<file path="src/hw/gio_consts.vh">
// Constants for the global I/O pin control block
`ifndef GIO_CONSTS_VH
`define GIO_CONSTS_VH

// ----------------------------------------------------------------
// Register byte addresses
// ----------------------------------------------------------------
`define GIO_ADDR_ENABLE 32'hfff7f018
`define GIO_ADDR_DIR 32'hfff7f01c
`define GIO_ADDR_OPEN_DRAIN 32'hfff7f020
`define GIO_ADDR_LEVEL 32'hfff7f024
`define GIO_ADDR_READBACK 32'hfff7f028
`define GIO_ADDR_FUNC_SEL 32'hfff7f030

// ----------------------------------------------------------------
// Reset values and masks
// ----------------------------------------------------------------
`define GIO_RST_WORD 32'h00000000
`define GIO_FSEL_W 10
`define GIO_FSEL_RST 10'h004
`define GIO_FSEL_MASK 10'h2f7

// ----------------------------------------------------------------
// Function select fields
// ----------------------------------------------------------------
`define GIO_FS_TPWM0 9
`define GIO_FS_CAPB_HI 7
`define GIO_FS_CAPB_LO 6
`define GIO_FS_CAPA_HI 5
`define GIO_FS_CAPA_LO 4
`define GIO_FS_JTAG_OFF 2
`define GIO_FS_RTC_IN 1
`define GIO_FS_RTC_OUT 0

// Capture route codes
`define GIO_CAP_OWN 2'h0
`define GIO_CAP_TDI 2'h1
`define GIO_CAP_TDO 2'h2
`define GIO_CAP_OTHER 2'h3

// ----------------------------------------------------------------
// Pin positions in the common bit map
// ----------------------------------------------------------------
`define GIO_PIN_TCK 27
`define GIO_PIN_TDO 26
`define GIO_PIN_TMS 25
`define GIO_PIN_TDI 24
`define GIO_PIN_CAPA 19
`define GIO_PIN_TPWM0 17
`define GIO_PIN_CAPB 16

// SPI lane order on the spi vectors
`define GIO_SPI_CLK 0
`define GIO_SPI_CS 1
`define GIO_SPI_MISO 2
`define GIO_SPI_MOSI 3

`endif

</file>
<file path="src/hw/gio_pin_cell.v">
// One digital I/O pin: ownership, open-drain and filtered readback
`timescale 1ns/10ps
module gio_pin_cell (
  input wire i_ref_clk,
  input wire i_arst_n,
  input wire i_global_en,
  input wire i_dir,
  input wire i_open_drain,
  input wire i_level,
  input wire i_func_out,
  input wire i_func_oe,
  input wire i_pin_in,
  output reg o_pin_out,
  output reg o_pin_oe,
  output reg o_level
);

  reg sync1;
  reg sync2;
  reg sync3;
  reg next_out;
  reg next_oe;

  // ----------------------------------------------------------------
  // Drive selection
  // ----------------------------------------------------------------
  // Pin owner decides drive; open drain steers level onto enable
  always @* begin
    if (!i_global_en) begin
      next_out = i_func_out;
      next_oe = i_func_oe;
    end else if (i_open_drain) begin
      next_out = 1'b0;
      next_oe = i_level;
    end else begin
      next_out = i_level;
      next_oe = i_dir;
    end
  end

  // Registered drive keeps glitches from muxing off the pad
  always @(posedge i_ref_clk or negedge i_arst_n) begin
    if (!i_arst_n) begin
      o_pin_out <= 1'b0;
      o_pin_oe <= 1'b0;
    end else begin
      o_pin_out <= next_out;
      o_pin_oe <= next_oe;
    end
  end

  // ----------------------------------------------------------------
  // Input synchroniser and agreement filter
  // ----------------------------------------------------------------
  // Level only moves once the last two stages agree
  always @(posedge i_ref_clk or negedge i_arst_n) begin
    if (!i_arst_n) begin
      sync1 <= 1'b0;
      sync2 <= 1'b0;
      sync3 <= 1'b0;
      o_level <= 1'b0;
    end else begin
      sync1 <= i_pin_in;
      sync2 <= sync1;
      sync3 <= sync2;
      if (sync2 == sync3) begin
        o_level <= sync3;
      end
    end
  end

endmodule

</file>
<file path="src/hw/gio_pin_control.v">
// Global I/O pin control: registers, function routing and 32 pin cells
//
// Design decision made here: strobed register access.
`timescale 1ns/10ps
`include "gio_consts.vh"
module gio_pin_control #(
  parameter PINS = 32
) (
  input wire i_ref_clk,
  input wire i_arst_n,
  // Register port
  input wire [31:0] i_addr,
  input wire [31:0] i_wdata,
  input wire i_wr,
  input wire i_rd,
  output reg [31:0] o_rdata,
  // Flash checksum verdict, valid from reset release
  input wire i_flash_checksum_ok,
  // Pads
  input wire [PINS-1:0] i_pin_in,
  output wire [PINS-1:0] o_pin_out,
  output wire [PINS-1:0] o_pin_oe,
  // Generic functional blocks, one lane per pin
  input wire [PINS-1:0] i_func_out,
  input wire [PINS-1:0] i_func_oe,
  output wire [PINS-1:0] o_func_in,
  // Timer PWM0 and sync sources
  input wire i_timer_pwm0,
  input wire i_sync_out,
  input wire i_sync_oe,
  // Timer capture inputs after routing
  output reg o_capture_a,
  output reg o_capture_b,
  // JTAG port
  input wire i_jtag_tdo,
  input wire i_jtag_tdo_oe,
  output reg o_jtag_tck,
  output reg o_jtag_tms,
  output reg o_jtag_tdi,
  // SPI port on the test pins: clk, cs, miso, mosi
  input wire [3:0] i_spi_out,
  input wire [3:0] i_spi_oe,
  output reg [3:0] o_spi_in,
  // Real-time clock
  input wire i_crystal_clock_input,
  input wire i_rtc_ref_clk,
  output reg o_rtc_clk_src,
  // Present JTAG-disable state
  output wire o_jtag_disabled
);

  // ----------------------------------------------------------------
  // Register state
  // ----------------------------------------------------------------
  reg [PINS-1:0] global_io_enable;
  reg [PINS-1:0] global_io_direction;
  reg [PINS-1:0] global_io_open_drain;
  reg [PINS-1:0] global_io_output_level;
  reg [`GIO_FSEL_W-1:0] pin_function_select;
  reg checksum_seen;
  reg [31:0] next_rdata;
  reg [PINS-1:0] route_out;
  reg [PINS-1:0] route_oe;
  reg crystal_s1;
  reg crystal_s2;
  reg crystal_s3;
  reg crystal_level;
  wire [PINS-1:0] pin_level;
  wire [PINS-1:0] global_io_pin_readback;
  wire jtag_off;
  wire [1:0] capture_a_pin_route;
  wire [1:0] capture_b_pin_route;
  wire timer_pwm0_pin_route;
  wire wr_enable;
  wire wr_dir;
  wire wr_od;
  wire wr_level;
  wire wr_fsel;

  // Field views of the function select register
  assign jtag_off = pin_function_select[`GIO_FS_JTAG_OFF];
  assign capture_a_pin_route =
    pin_function_select[`GIO_FS_CAPA_HI:`GIO_FS_CAPA_LO];
  assign capture_b_pin_route =
    pin_function_select[`GIO_FS_CAPB_HI:`GIO_FS_CAPB_LO];
  assign timer_pwm0_pin_route = pin_function_select[`GIO_FS_TPWM0];
  assign o_jtag_disabled = jtag_off;

  // ----------------------------------------------------------------
  // Write decode
  // ----------------------------------------------------------------
  assign wr_enable = i_wr && (i_addr == `GIO_ADDR_ENABLE);
  assign wr_dir = i_wr && (i_addr == `GIO_ADDR_DIR);
  assign wr_od = i_wr && (i_addr == `GIO_ADDR_OPEN_DRAIN);
  assign wr_level = i_wr && (i_addr == `GIO_ADDR_LEVEL);
  assign wr_fsel = i_wr && (i_addr == `GIO_ADDR_FUNC_SEL);

  // Per-pin control words, all on one bit map
  always @(posedge i_ref_clk or negedge i_arst_n) begin
    if (!i_arst_n) begin
      global_io_enable <= `GIO_RST_WORD;
      global_io_direction <= `GIO_RST_WORD;
      global_io_open_drain <= `GIO_RST_WORD;
      global_io_output_level <= `GIO_RST_WORD;
    end else begin
      if (wr_enable) begin
        global_io_enable <= i_wdata[PINS-1:0];
      end
      if (wr_dir) begin
        global_io_direction <= i_wdata[PINS-1:0];
      end
      if (wr_od) begin
        global_io_open_drain <= i_wdata[PINS-1:0];
      end
      if (wr_level) begin
        global_io_output_level <= i_wdata[PINS-1:0];
      end
    end
  end

  // Function select: JTAG-disable comes out of reset set, then one
  // clocked look at the checksum clears it when the flash is bad.
  // A software write in that same first cycle wins over the verdict.
  always @(posedge i_ref_clk or negedge i_arst_n) begin
    if (!i_arst_n) begin
      pin_function_select <= `GIO_FSEL_RST;
      checksum_seen <= 1'b0;
    end else begin
      checksum_seen <= 1'b1;
      if (wr_fsel) begin
        // Reserved bits masked out on write
        pin_function_select <=
          i_wdata[`GIO_FSEL_W-1:0] & `GIO_FSEL_MASK;
      end else if (!checksum_seen && !i_flash_checksum_ok) begin
        pin_function_select[`GIO_FS_JTAG_OFF] <= 1'b0;
      end
    end
  end

  // ----------------------------------------------------------------
  // Read path
  // ----------------------------------------------------------------
  // Readback is the filtered pad level seen after the muxing
  assign global_io_pin_readback = pin_level;

  always @* begin
    next_rdata = 32'h00000000;
    case (i_addr)
      `GIO_ADDR_ENABLE: next_rdata[PINS-1:0] = global_io_enable;
      `GIO_ADDR_DIR: next_rdata[PINS-1:0] = global_io_direction;
      `GIO_ADDR_OPEN_DRAIN: next_rdata[PINS-1:0] = global_io_open_drain;
      `GIO_ADDR_LEVEL: next_rdata[PINS-1:0] = global_io_output_level;
      `GIO_ADDR_READBACK: next_rdata[PINS-1:0] = global_io_pin_readback;
      `GIO_ADDR_FUNC_SEL:
        next_rdata[`GIO_FSEL_W-1:0] =
          pin_function_select & `GIO_FSEL_MASK;
      default: next_rdata = 32'h00000000;
    endcase
  end

  // Read data stands only in the cycle after the strobe
  always @(posedge i_ref_clk or negedge i_arst_n) begin
    if (!i_arst_n) begin
      o_rdata <= 32'h00000000;
    end else if (i_rd) begin
      o_rdata <= next_rdata;
    end else begin
      o_rdata <= 32'h00000000;
    end
  end

  // ----------------------------------------------------------------
  // Functional drive routing onto pins
  // ----------------------------------------------------------------
  // Start from the generic lanes, then let the routed functions take
  // their pins. Conflicting selections are software's fault and the
  // later assignment here simply wins.
  always @* begin
    route_out = i_func_out;
    route_oe = i_func_oe;
    // Timer PWM0 pin carries PWM0 or sync
    if (timer_pwm0_pin_route) begin
      route_out[`GIO_PIN_TPWM0] = i_sync_out;
      route_oe[`GIO_PIN_TPWM0] = i_sync_oe;
    end else begin
      route_out[`GIO_PIN_TPWM0] = i_timer_pwm0;
      route_oe[`GIO_PIN_TPWM0] = 1'b1;
    end
    // Test port: JTAG owns only TDO as an output
    if (jtag_off) begin
      route_out[`GIO_PIN_TCK] = i_spi_out[`GIO_SPI_CLK];
      route_oe[`GIO_PIN_TCK] = i_spi_oe[`GIO_SPI_CLK];
      route_out[`GIO_PIN_TMS] = i_spi_out[`GIO_SPI_CS];
      route_oe[`GIO_PIN_TMS] = i_spi_oe[`GIO_SPI_CS];
      route_out[`GIO_PIN_TDI] = i_spi_out[`GIO_SPI_MISO];
      route_oe[`GIO_PIN_TDI] = i_spi_oe[`GIO_SPI_MISO];
      route_out[`GIO_PIN_TDO] = i_spi_out[`GIO_SPI_MOSI];
      route_oe[`GIO_PIN_TDO] = i_spi_oe[`GIO_SPI_MOSI];
    end else begin
      route_out[`GIO_PIN_TCK] = 1'b0;
      route_oe[`GIO_PIN_TCK] = 1'b0;
      route_out[`GIO_PIN_TMS] = 1'b0;
      route_oe[`GIO_PIN_TMS] = 1'b0;
      route_out[`GIO_PIN_TDI] = 1'b0;
      route_oe[`GIO_PIN_TDI] = 1'b0;
      route_out[`GIO_PIN_TDO] = i_jtag_tdo;
      route_oe[`GIO_PIN_TDO] = i_jtag_tdo_oe;
    end
    // RTC reference clock out takes the TCK pin
    if (pin_function_select[`GIO_FS_RTC_OUT]) begin
      route_out[`GIO_PIN_TCK] = i_rtc_ref_clk;
      route_oe[`GIO_PIN_TCK] = 1'b1;
    end
    // TDI and TDO pins used by capture routing are inputs only
    if (capture_a_pin_route == `GIO_CAP_TDI ||
        capture_b_pin_route == `GIO_CAP_TDI) begin
      route_oe[`GIO_PIN_TDI] = 1'b0;
    end
    if (capture_a_pin_route == `GIO_CAP_TDO ||
        capture_b_pin_route == `GIO_CAP_TDO) begin
      route_oe[`GIO_PIN_TDO] = 1'b0;
    end
  end

  // ----------------------------------------------------------------
  // Pin cells
  // ----------------------------------------------------------------
  genvar gp;
  generate
    for (gp = 0; gp < PINS; gp = gp + 1) begin : g_pin
      gio_pin_cell u_cell (
        .i_ref_clk(i_ref_clk),
        .i_arst_n(i_arst_n),
        .i_global_en(global_io_enable[gp]),
        .i_dir(global_io_direction[gp]),
        .i_open_drain(global_io_open_drain[gp]),
        .i_level(global_io_output_level[gp]),
        .i_func_out(route_out[gp]),
        .i_func_oe(route_oe[gp]),
        .i_pin_in(i_pin_in[gp]),
        .o_pin_out(o_pin_out[gp]),
        .o_pin_oe(o_pin_oe[gp]),
        .o_level(pin_level[gp])
      );
    end
  endgenerate

  // Generic lanes see the filtered pad levels
  assign o_func_in = pin_level;

  // ----------------------------------------------------------------
  // Crystal clock sampled into this domain
  // ----------------------------------------------------------------
  // Slow crystal only; a sampled copy is good enough for the RTC tick
  always @(posedge i_ref_clk or negedge i_arst_n) begin
    if (!i_arst_n) begin
      crystal_s1 <= 1'b0;
      crystal_s2 <= 1'b0;
      crystal_s3 <= 1'b0;
      crystal_level <= 1'b0;
    end else begin
      crystal_s1 <= i_crystal_clock_input;
      crystal_s2 <= crystal_s1;
      crystal_s3 <= crystal_s2;
      if (crystal_s2 == crystal_s3) begin
        crystal_level <= crystal_s3;
      end
    end
  end

  // ----------------------------------------------------------------
  // Functional inputs from pins
  // ----------------------------------------------------------------
  // Registered so every function input is a flip-flop output
  always @(posedge i_ref_clk or negedge i_arst_n) begin
    if (!i_arst_n) begin
      o_capture_a <= 1'b0;
      o_capture_b <= 1'b0;
      o_jtag_tck <= 1'b0;
      o_jtag_tms <= 1'b1;
      o_jtag_tdi <= 1'b0;
      o_spi_in <= 4'h0;
      o_rtc_clk_src <= 1'b0;
    end else begin
      case (capture_a_pin_route)
        `GIO_CAP_TDI: o_capture_a <= pin_level[`GIO_PIN_TDI];
        `GIO_CAP_TDO: o_capture_a <= pin_level[`GIO_PIN_TDO];
        `GIO_CAP_OTHER: o_capture_a <= pin_level[`GIO_PIN_CAPB];
        default: o_capture_a <= pin_level[`GIO_PIN_CAPA];
      endcase
      case (capture_b_pin_route)
        `GIO_CAP_TDI: o_capture_b <= pin_level[`GIO_PIN_TDI];
        `GIO_CAP_TDO: o_capture_b <= pin_level[`GIO_PIN_TDO];
        `GIO_CAP_OTHER: o_capture_b <= pin_level[`GIO_PIN_CAPA];
        default: o_capture_b <= pin_level[`GIO_PIN_CAPB];
      endcase
      // Disabled JTAG is parked in reset-safe idle levels
      if (jtag_off) begin
        o_jtag_tck <= 1'b0;
        o_jtag_tms <= 1'b1;
        o_jtag_tdi <= 1'b0;
        o_spi_in[`GIO_SPI_CLK] <= pin_level[`GIO_PIN_TCK];
        o_spi_in[`GIO_SPI_CS] <= pin_level[`GIO_PIN_TMS];
        o_spi_in[`GIO_SPI_MISO] <= pin_level[`GIO_PIN_TDI];
        o_spi_in[`GIO_SPI_MOSI] <= pin_level[`GIO_PIN_TDO];
      end else begin
        o_jtag_tck <= pin_level[`GIO_PIN_TCK];
        o_jtag_tms <= pin_level[`GIO_PIN_TMS];
        o_jtag_tdi <= pin_level[`GIO_PIN_TDI];
        o_spi_in <= 4'h0;
      end
      // RTC source: crystal or TCK pin
      if (pin_function_select[`GIO_FS_RTC_IN]) begin
        o_rtc_clk_src <= pin_level[`GIO_PIN_TCK];
      end else begin
        o_rtc_clk_src <= crystal_level;
      end
    end
  end

endmodule

</file>
<file path="config.mk">
export PLATFORM = sky130hd
export DESIGN_NAME = gio_pin_control
export DESIGN_NICKNAME = d
export VERILOG_FILES = /design/src/hw/gio_pin_cell.v /design/src/hw/gio_pin_control.v
export VERILOG_INCLUDE_DIRS = /design/src /design/src/hw
export SDC_FILE = /design/constraint.sdc
export NUM_CORES = 1
export LEC_CHECK = 0
export CORE_UTILIZATION = 61
export CTS_BUF_LIST = sky130_fd_sc_hd__clkbuf_2 sky130_fd_sc_hd__clkbuf_4 sky130_fd_sc_hd__clkbuf_8
export DETAILED_ROUTE_END_ITERATION = 8
export DONT_BUFFER_PORTS = 1
export PLACE_DENSITY = 0.84
export RECOVER_POWER = 50
export SYNTH_ARGS = -nofsm -noshare
export SYNTH_HDL_FRONTEND = slang
export SYNTH_SLANG_ARGS = --single-unit
</file>
<file path="constraint.sdc">
create_clock -name i_ref_clk -period 1.8 [get_ports i_ref_clk]
set_clock_uncertainty 0.05 [all_clocks]
set_input_delay 0.18 -clock i_ref_clk [delete_from_list [all_inputs] [get_ports i_ref_clk]]
set_output_delay 0.18 -clock i_ref_clk [all_outputs]
set_load 0.02 [all_outputs]
</file>
==> impl_metrics.json <==
{
  "core_mm2": 0.02354,
  "die_w_um": 157,
  "track_usage_pct": 31.37,
  "vias": 9449,
  "drcViolationCount": 0,
  "synthToLayoutAreaGrowth_pct": 19.26,
  "drt_iter0_drc": 761,
  "clock_power_share_pct": 44.3,
  "syn_nets": 1235,
  "seqPwrFrac_pct": 52.5,
  "setup_violations": 3,
  "clkTransAtPathRegs_ns": 0.07,
  "fmax_mhz": 553.3,
  "grt_start_max_net_pins": 376,
  "ys_ff_latch": 375,
  "switching_power_mw": 3.871,
  "critical-path-max-stage-delay_ns": 0.52,
  "p_sw_share_pct": 22.41,
  "ys_warn_count": 0,
  "pwr-share-comb_pct": 3.2,
  "finalNetCount": 1352,
  "initial_core_util_pct": 62.25,
  "setup_slack_ns": -0.007180,
  "gr-total-overflow": 0,
  "postSynthAreaPerCell_um2": 13.89,
  "tightest_slew_ns": 0.7380,
  "synthArstFlopShare_pct": 100.0,
  "dp.cells": 1291,
  "drive_gt1_share_pct": 16.26,
  "grt_pass1_vias": 10085,
  "powerDensity_mw_per_mm2": 988.4,
  "cp_cell_sequence": "or4b_1, or4_4, nor3_4, buf_12, nand3_2, buf_4, mux2_1",
  "rsz0062_at_grt": "true",
  "p_leak_nw": 7.999,
  "slew_headroom_pct": 50.80,
  "worst_hold_slack_ns": -0.7403,
  "status": "finished with violations",
  "antenna_found_initial": 3,
  "netlist_instances": 1055,
  "vias_per_cell": 6.136,
  "cts_hold_buf": 137,
  "h-tree-depth": 2,
  "hold_viol_final": 375,
  "firstDrtPassIters": 5,
  "cts_made_buffers": 56,
  "netlist_area_mm2": 0.01466,
  "synth-main-ff-cell": "dfrtp_1",
  "die-area_mm2": 0.02465,
  "fillCellCount": 1412,
  "clkSinkCount": 375,
  "min_period_ns": 1.807,
  "synth_seq_area_share_pct": 64.05,
  "cts_buffer_depth": 3,
  "placementRows": 56,
  "cts_tree": "yes",
  "cp-start-kind": "input pin",
  "critPathKind": "input pin to flop",
  "max-cap-violations": 0,
  "critPathCaptureType": "flop",
  "synth_edf_count": 0,
  "final-max-slew-violation-count": 0,
  "violations": "negative hold slack, negative setup slack",
  "post-route-period-util_pct": 100.4,
  "ant_nets": 0,
  "ir_drop_mv": 0.7695,
  "routed_wirelength_um": 38300,
  "worstPathArrival_ns": 2.22,
  "clock_latency_ns": 0.59,
  "io_buffers": 0,
  "internal_power_mw": 13.40,
  "hold_class": "input pin to asynchronous set/reset pin",
  "gp_congestion": 0.8295,
  "instances_no_fill": 1540,
  "crit_slowest_cell": "or4b_1",
  "dpl.hpwl_um": 21950,
  "grt_pass1_wl_um": 57410,
  "critPathMaxFanout": 18,
  "ioPinCount": 319,
  "worstPathRequired_ns": 2.21,
  "root_buffer": "clkbuf_8",
  "wire_per_inst_um": 24.87,
  "synth.distinct_cells": 45,
  "die_h_um": 157
}
## synth_stat cells, types with 2 or more instances
cell type / n / area [µm²]
dfrtp_1: 373 / 9334
mux2_1: 120 / 1351
buf_4: 96 / 720.7
nor2_1: 52 / 195.2
mux2i_1: 34 / 340.3
o21ai_0: 34 / 170.2
a21oi_1: 33 / 165.2
maj3_1: 33 / 330.3
nand3b_1: 32 / 240.2
a222oi_1: 30 / 300.3
inv_1: 30 / 112.6
clkbuf_1: 27 / 101.4
a22o_1: 25 / 219.0
a2bb2oi_1: 24 / 210.2
mux2_2: 18 / 202.7
nand2_1: 16 / 60.06
a22oi_1: 12 / 90.09
buf_2: 12 / 60.06
a31oi_1: 8 / 50.05
and2_1: 6 / 37.54
nand3_1: 6 / 30.03
nand4_1: 5 / 31.28
and3_1: 2 / 12.51
and4_1: 2 / 17.52
dfstp_2: 2 / 52.55
mux4_2: 2 / 45.04
nor2b_1: 2 / 12.51
nor4b_2: 2 / 30.03
## worst paths after layout
path / startpoint / endpoint / slack (ns) / depth (start not counted)
worst max-delay path: i_addr[10] / global_io_direction[11] / -0.007 / 7
worst min-delay path: i_arst_n / g_pin[10].u_cell.sync1 / -0.74 / 0
worst max register to register: pin_function_select[2] / g_pin[27].u_cell.o_pin_out / 0.11 / 5
worst min register to register: g_pin[5].u_cell.sync1 / g_pin[5].u_cell.sync2 / 0.29 / 0
max in group asynchronous: i_arst_n / g_pin[24].u_cell.sync2 / 1.82 / 0
min in group i_ref_clk: i_wr / global_io_open_drain[2] / 0.03 / 3
## metal layers
metal  GRT usage [%]  vias up  part of all wire, %
met1           37.02     4802                   36
met2           53.14      569                   51
met5               0        -                    0
met3           8.728      118                  8.8
li1                -     3960                    -
met4           14.99        0                  4.1
## placed cells by master (no fill, tap or decap), types with 2 or more instances in the layout
master,synthesis,routed
dfrtp_1,373,373
dlygate4sd3_1,0,137
mux2_1,120,118
clkbuf_8,0,80
nor2_1,52,52
buf_4,96,45
mux2i_1,34,34
o21ai_0,34,33
a21oi_1,33,33
maj3_1,33,33
nand3b_1,32,32
inv_1,30,30
a222oi_1,30,30
a22o_1,25,25
a2bb2oi_1,24,24
mux2_2,18,20
nand2_1,16,16
clkbuf_4,0,14
a22oi_1,12,12
buf_12,0,9
a31oi_1,8,8
and2_1,6,6
clkinv_2,0,6
nand4_1,5,5
diode_2,0,3
nand3_2,0,3
nor4b_4,0,3
buf_6,0,3
nor2b_1,2,2
nand3_1,6,2
and3_1,2,2
mux4_2,2,2
## cell families after synthesis
logic type | count (synthesis) | share of synthesized area (%)
flip-flops | 375 | 64.05
multiplexers | 174 | 13.23
AO/OA/AOI/OAI | 170 | 8.427
buffers and inverters | 166 | 6.813
AND/OR/NAND/NOR | 136 | 5.200
adder cells (fa/ha/maj) | 33 | 2.254
other | 1 | 0.02559
## timing repair
| item | 4_1_cts | 5_1_grt |
|---|---|---|
| hold endpoints to repair | 631 | 375 |
| cloned | 0 | 0 |
| buffers inserted | 0 | 5 |
| pin swaps | 0 | 2 |
| resized for setup | 1 | 9 |
| setup endpoints to repair | 3 | 80 |
## layout make-up
type | count | area, µm² | share of cell area [%]
multi-input combinational | 514 | 4337 | 24.81
antenna | 3 | 7.507 | 0.04295
sequential | 375 | 9390 | 53.73
timing repair buffer | 195 | 1938 | 11.09
inverter | 30 | 112.6 | 0.6443
tap | 319 | 399.1 | 2.284
clock buffer | 94 | 1206 | 6.901
clock inverter | 10 | 87.58 | 0.5011
## power by group through the flow
stage          Sequential, mW  Clock, mW  Combinational, mW
2_1_floorplan            8.97          0              0.546
3_3_place_gp             9.20          0              0.241
3_5_place_dp             9.22          0              0.254
4_1_cts                  9.07       7.67              0.528
5_1_grt                  9.09       8.12              0.590
6_report                 9.07       7.65              0.554
## worst max-delay path, delay by kind of cell
family	cells	cell delay, ns
buffers and inverters	2	0.37
multiplexers	1	0.37
AND/OR/NAND/NOR	4	1.28
## metrics by stage
stage	setup TNS, ns	cell area [µm²]	total power [mW]	worst slack, ns	utilization (%)
2_1_floorplan	-68.17	14740	9.514	-0.4585	-
3_3_place_gp	-81.15	14730	9.443	-0.5462	62.55
3_5_place_dp	-89.40	14730	9.471	-0.6195	62.55
4_1_cts	-0.01229	17390	17.27	-0.009593	73.88
5_1_grt	-0.2856	17480	17.80	-0.03030	74.23
6_report	-0.01502	17480	17.27	-0.007180	74.24
No activity file was read; power rests on OpenSTA's default activity.
